===== src/hdl/sram_byte_write_mask_regs.vh =====
// constants for the write-port lane masking block
`ifndef SRAM_BYTE_WRITE_MASK_REGS_VH
`define SRAM_BYTE_WRITE_MASK_REGS_VH
`define DATA_W 36
`define LANES 4
`define LANE_W 9
`define NIBBLE_W 4
`define ADDR_W 4
`define CFG_X8 2'h0
`define CFG_X9 2'h1
`define CFG_X18 2'h2
`define CFG_X36 2'h3
`define SYNC_DEPTH 3
`endif


===== src/hdl/sram_byte_write_mask.v =====
// write-port lane masking with a small storage array and read-back port
`timescale 1ns/1ps
`include "sram_byte_write_mask_regs.vh"
module sram_byte_write_mask (
	input wire mclk_i,
	input wire rst_n_i,
	input wire [1:0] width_cfg_i,
	input wire k_i,
	input wire k_n_i,
	input wire write_port_select_n_i,
	input wire [`ADDR_W-1:0] wr_addr_i,
	input wire [`DATA_W-1:0] wr_data_i,
	input wire [`LANES-1:0] lane_write_select_n_i,
	input wire [1:0] half_byte_write_select_n_i,
	input wire rd_en_i,
	input wire [`ADDR_W:0] rd_word_i,
	output reg [`DATA_W-1:0] rd_data_o,
	output reg rd_data_oe_o,
	output reg write_busy_o
);
	localparam ST_IDLE = 1'b0;
	localparam ST_WORD1 = 1'b1;
	localparam PIN_W = 2 + `ADDR_W + `DATA_W + `LANES + 3;

	// width strap
	reg [1:0] cfg_ff;

	// pin pipeline and clock edge filters
	reg [PIN_W-1:0] s1_ff;
	reg [PIN_W-1:0] s2_ff;
	reg [PIN_W-1:0] s3_ff;
	reg k_flt_ff;
	reg kn_flt_ff;

	// write sequencer
	reg state_ff;
	reg [`ADDR_W-1:0] addr_ff;
	reg [`DATA_W-1:0] mem [0:(1<<(`ADDR_W+1))-1];
	reg nxt_state;
	reg wr_en;
	reg [`ADDR_W:0] wr_idx;

	// fields of the third pipeline stage
	wire [PIN_W-1:0] pins;
	wire k_rise;
	wire kn_rise;
	wire s_wps_n;
	wire [`ADDR_W-1:0] s_addr;
	wire [`DATA_W-1:0] s_data;
	wire [`LANES-1:0] s_lane_n;
	wire [1:0] s_half_n;

	// masked merge of one word
	wire [`DATA_W-1:0] bit_en;
	wire [`DATA_W-1:0] kept_bits;
	wire [`DATA_W-1:0] new_bits;
	wire [`DATA_W-1:0] merged;

	assign pins = {k_i, k_n_i, write_port_select_n_i, wr_addr_i, wr_data_i,
		lane_write_select_n_i, half_byte_write_select_n_i};
	assign s_wps_n = s3_ff[PIN_W-3];
	assign s_addr = s3_ff[`DATA_W+`LANES+2 +: `ADDR_W];
	assign s_data = s3_ff[`LANES+2 +: `DATA_W];
	assign s_lane_n = s3_ff[2 +: `LANES];
	assign s_half_n = s3_ff[1:0];
	// a clock edge counts once stages two and three agree
	assign k_rise = s2_ff[PIN_W-1] & s3_ff[PIN_W-1] & ~k_flt_ff;
	assign kn_rise = s2_ff[PIN_W-2] & s3_ff[PIN_W-2] & ~kn_flt_ff;

	// strap caught while reset is held
	always @(posedge mclk_i) begin
		if (!rst_n_i) begin
			cfg_ff <= width_cfg_i;
		end
	end

	// three-stage pin pipeline
	always @(posedge mclk_i) begin
		if (!rst_n_i) begin
			s1_ff <= {PIN_W{1'b0}};
			s2_ff <= {PIN_W{1'b0}};
			s3_ff <= {PIN_W{1'b0}};
		end else begin
			s1_ff <= pins;
			s2_ff <= s1_ff;
			s3_ff <= s2_ff;
		end
	end

	// filtered levels start high, then drop with the cleared stages: a pin high at reset still gives an edge
	always @(posedge mclk_i) begin
		if (!rst_n_i) begin
			k_flt_ff <= 1'b1;
			kn_flt_ff <= 1'b1;
		end else begin
			if (s2_ff[PIN_W-1] == s3_ff[PIN_W-1]) begin
				k_flt_ff <= s3_ff[PIN_W-1];
			end
			if (s2_ff[PIN_W-2] == s3_ff[PIN_W-2]) begin
				kn_flt_ff <= s3_ff[PIN_W-2];
			end
		end
	end

	// per-bit write enable from the selects of this portion
	genvar b;
	generate
		for (b = 0; b < `DATA_W; b = b + 1) begin : g_bit
			wire en_x8;
			wire en_x9;
			wire en_x18;
			wire en_x36;
			// nibble selects reach only the low byte
			if (b < 2 * `NIBBLE_W) begin : g_x8
				assign en_x8 = ~s_half_n[b / `NIBBLE_W];
			end else begin : g_x8_off
				assign en_x8 = 1'b0;
			end
			if (b < `LANE_W) begin : g_x9
				assign en_x9 = ~s_lane_n[0];
			end else begin : g_x9_off
				assign en_x9 = 1'b0;
			end
			if (b < 2 * `LANE_W) begin : g_x18
				assign en_x18 = ~s_lane_n[b / `LANE_W];
			end else begin : g_x18_off
				assign en_x18 = 1'b0;
			end
			assign en_x36 = ~s_lane_n[b / `LANE_W];
			// bits above the configured width never change
			assign bit_en[b] = (cfg_ff == `CFG_X8) ? en_x8 :
				(cfg_ff == `CFG_X9) ? en_x9 :
				(cfg_ff == `CFG_X18) ? en_x18 : en_x36;
		end
	endgenerate

	// word0 on the filtered K rise, word1 on the next K# rise
	// a K rise while word1 is pending is ignored
	always @* begin
		nxt_state = state_ff;
		wr_en = 1'b0;
		wr_idx = {addr_ff, 1'b1};
		case (state_ff)
			ST_IDLE: begin
				if (k_rise && !s_wps_n) begin
					wr_en = 1'b1;
					wr_idx = {s_addr, 1'b0};
					nxt_state = ST_WORD1;
				end
			end
			ST_WORD1: begin
				if (kn_rise) begin
					wr_en = 1'b1;
					nxt_state = ST_IDLE;
				end
			end
			default: begin
				nxt_state = ST_IDLE;
			end
		endcase
	end

	// unselected lanes keep the stored bits; all high stores nothing new
	assign kept_bits = mem[wr_idx] & ~bit_en;
	assign new_bits = s_data & bit_en;
	assign merged = kept_bits | new_bits;

	// array write of one masked word; reset leaves contents alone
	always @(posedge mclk_i) begin
		if (wr_en) begin
			mem[wr_idx] <= merged;
		end
	end

	always @(posedge mclk_i) begin
		if (!rst_n_i) begin
			state_ff <= ST_IDLE;
		end else begin
			state_ff <= nxt_state;
		end
	end

	// address held for word1 of the same burst
	always @(posedge mclk_i) begin
		if (!rst_n_i) begin
			addr_ff <= {`ADDR_W{1'b0}};
		end else if (state_ff == ST_IDLE && k_rise && !s_wps_n) begin
			addr_ff <= s_addr;
		end
	end

	// high while word1 is still owed
	always @(posedge mclk_i) begin
		if (!rst_n_i) begin
			write_busy_o <= 1'b0;
		end else begin
			write_busy_o <= (nxt_state == ST_WORD1);
		end
	end

	// output enable trails the request by one cycle
	always @(posedge mclk_i) begin
		if (!rst_n_i) begin
			rd_data_oe_o <= 1'b0;
		end else begin
			rd_data_oe_o <= rd_en_i;
		end
	end

	// read-back word holds until the next request
	always @(posedge mclk_i) begin
		if (!rst_n_i) begin
			rd_data_o <= {`DATA_W{1'b0}};
		end else if (rd_en_i) begin
			rd_data_o <= mem[rd_word_i];
		end
	end
endmodule


===== config.mk =====
export PLATFORM = sky130hd
export DESIGN_NAME = sram_byte_write_mask
export DESIGN_NICKNAME = d
export VERILOG_FILES = /design/src/hdl/sram_byte_write_mask.v
export VERILOG_INCLUDE_DIRS = /design/src /design/src/hdl
export SDC_FILE = /design/constraint.sdc
export NUM_CORES = 2
export LEC_CHECK = 0
export BUFFER_PORTS_ARGS = -buffer_cell sky130_fd_sc_hd__buf_2
export CAP_MARGIN = 20
export CELL_PAD_IN_SITES_DETAIL_PLACEMENT = 1
export CELL_PAD_IN_SITES_GLOBAL_PLACEMENT = 1
export CORE_UTILIZATION = 56
export CTS_BUF_LIST = sky130_fd_sc_hd__clkbuf_8
export CTS_CLUSTER_SIZE = 28
export DETAILED_ROUTE_END_ITERATION = 12
export PLACE_DENSITY_LB_ADDON = 0.1
export SYNTH_ARGS = -nofsm -noshare
export SYNTH_HDL_FRONTEND = slang
export SYNTH_SLANG_ARGS = --single-unit

===== constraint.sdc =====
create_clock -name mclk_i -period 4.18 [get_ports mclk_i]
set_input_delay 0.836 -clock mclk_i [delete_from_list [all_inputs] [get_ports mclk_i]]
set_output_delay 0.836 -clock mclk_i [all_outputs]
set_load 0.01 [all_outputs]

==> results.md <==
- Post-Syn Instances: ~3,700
- DIE HEIGHT: around 330 um
- Worst path cell trace: buf_16, buf_12, buf_4, mux2i_1, o22ai_1, nor2_1, a31oi_2, buf_4
- Vias per inst: between 7 and 8
- CP required: between 4 and 5 ns
- Setup-failing EPs final: 0
- MaxCap Viol Count: 0
- CTS resizes: 0
- Utilization after layout: 64.32%
- Syn Std Cell Area: 58,900 um2
- Via count: between 30,000 and 40,000
- Final min period: ~3.6 ns
- Grt total ovfl: 0
- Die Area: 106,500 um2
- Dpl ws: a little under 0.5 ns
- CP delay by family, top: buffers and inverters
- Yosys cell types: between 40 and 50
- DIE WIDTH: roughly 330 um
- Final setup TNS: 0 ns
- WL/cell: 37.91 um
- Worst setup margin: approximately 0.57 ns
- Post-route DRC: 0
- Pwr Total: ~28 mW
- Final WL: 209,200 um
- Area after DPL: a little over 60,000 um2
- Post-synth EDFFs: about 1,200
- Htree depth: 4
- Status: completed
- Max_slew headroom: around a quarter
- Worst hold-check path type: in -> reg
- Critical Path End Type: flip-flop
- Num CTS Buffers: between 200 and 250
- LEAKAGE: ~22 nW
- Post-CTS Setup Bufs: 0
- Final HPWL DP: 128,900 um
- Vias in the first global route: about 40,000
- Syn Nets: about 3,800
- Largest net degree at the start of global routing: 82
- Port Buffers: between 90 and 100
- Most used DFF post-synth: edfxtp_1
- Initial antenna violation count: 11
- Clk root buf: clkbuf_8
- Initial core utilization: around 57%
- Final std cells w/o fill: roughly 5,500
- Worst-path fanout max: 35
- Yosys reg bits: around 1,300
- Drt initial violations: ~5,000
- Final instance area: approximately 67,000 um2
- Buf/Inv on CP: 4
- Total Nets Final: roughly 4,000
- Core Area: about 100,000 um2
- Filler instances: slightly above 9,000
- Syn avg cell area: between 15 and 20 um2
- Final Hold Vio Count: 0
- Setup crit start kind: flip-flop
- Synth Warn #: 0
- Worst Tran Pin Value: 1.131 ns
- Most used cell, CP: buf_4
- Num rows: around 120
- IO Count: just under 100
- RSZ-0062 raised after global routing: no
- CTS tree: done
- Most frequent cells in the layout: edfxtp_1 (1,154), mux2i_1 (697), o22ai_1 (263)
- CTS hold repair buffers: 0
- Fmax achieved: roughly 280 MHz
- Worst vdd ir: around 350 uV
- Clock-pin slew on the worst setup and hold paths: around 0.070 ns
- Critical path class: reg -> reg
- Longest Clk Path Bufs: 3
- Clk Latency, worst-skew pair: roughly 0.92 ns
- Commonest non-fill, non-tap cell in the layout: edfxtp_1
- Pwr Density: approximately 410 nW/um2
- Tot GR Track Use: between 30% and 40%
- Max stage delay on crit path: just over 0.7 ns
- First-pass GRT wire length: a little under 300,000 um
- Ys async rst share: 0%
- GP Congestion: 0.9151
- Final Slew Violations: 0
- Layout cells sized above 1: between 20 and 25%
- Hold_ws: 0.1375 ns
- Drt pass-1 iters: 5
- Worst clock skew: between 0.06 and 0.07 ns
- Register area share after synthesis: between 60% and 70%
- Clk sinks: between 1,000 and 1,500
- Antenna viol nets, final: 0
- Area Growth Syn to Fin: 13.51%
- Final period util: 86.31%
- Post-Place Cells: a little over 5,000
- Arrival time at the worst endpoint: 4.20 ns
- CP max stage cell: dfxtp_4
## synth_stat cells, types with 30 or more instances
library cell,count,share of area [%]
a21oi_1,48,0.41
and2_1,151,1.6
o21ai_0,73,0.62
nor2_1,128,0.82
o22ai_1,263,2.8
nand2_1,96,0.61
a22oi_1,30,0.38
mux2i_1,697,12
mux4_2,239,9.1
buf_4,37,0.47
dfxtp_1,191,6.5
buf_2,102,0.87
o21ai_1,40,0.34
clkbuf_1,126,0.80
edfxtp_1,1154,59
a31oi_1,43,0.46
## layer usage
| metal | up-vias | track usage (%) | wire [um] |
|---|---|---|---|
| li1 | 15450 | - | - |
| met1 | 20210 | 50.92 | 75130 |
| met5 | - | 0 | 36 |
| met4 | 6 | 21.70 | 12460 |
| met3 | 650 | 12.09 | 27110 |
| met2 | 2768 | 59.21 | 94450 |
## registers in the layout, indices dropped and copies added (netlist names)
name,count
rd_data_o,36
write_busy_o,1
addr_ff,4
s3_ff,49
mem,1152
s1_ff,49
cfg_ff,2
rd_data_oe_o,1
k_flt_ff,1
s2_ff,49
kn_flt_ff,1
## power breakdown
group / switching [mW] / internal [mW] / leakage [nW]
clock network: 5.33 / 5.90 / 2.51
logic: 1.01 / 0.564 / 7.08
registers: 0.0819 / 14.7 / 12.0
total: 6.42 / 21.2 / 21.6
## kinds of logic after synthesis
| logic type | after synthesis | share of synthesized area (%) |
|---|---|---|
| buffers and inverters | 278 | 2.250 |
| AND/OR/NAND/NOR | 499 | 4.410 |
| flip-flops | 1345 | 65.33 |
| adder cells (fa/ha/maj) | 2 | 0.04248 |
| multiplexers | 939 | 21.04 |
| AO/OA/AOI/OAI | 630 | 6.926 |
## worst paths after layout
kind	from	endpoint	slack, ns	cells after the start
worst max register to register	addr_ff[0]$_SDFFE_PN0P_	mem[7][11]$_DFFE_PP_	0.57	8
worst min-delay path	width_cfg_i[1]	cfg_ff[1]$_DFFE_PN_	0.14	1
worst max-delay path	addr_ff[0]$_SDFFE_PN0P_	mem[7][11]$_DFFE_PP_	0.57	8
worst min register to register	s1_ff[41]$_SDFF_PN0_	s2_ff[41]$_SDFF_PN0_	0.43	1
## layout make-up
cell class / count / area, um2 / share of cell area (%)
inverter: 1 / 3.754 / 0.005615
clock buffer: 262 / 3606 / 5.394
timing repair buffer: 312 / 2763 / 4.132
tap: 1380 / 1727 / 2.583
clock inverter: 143 / 719.4 / 1.076
multi-input combinational: 2070 / 19540 / 29.23
sequential: 1345 / 38480 / 57.56
antenna: 5 / 12.51 / 0.01872
Power figures use the tool's default switching activity.
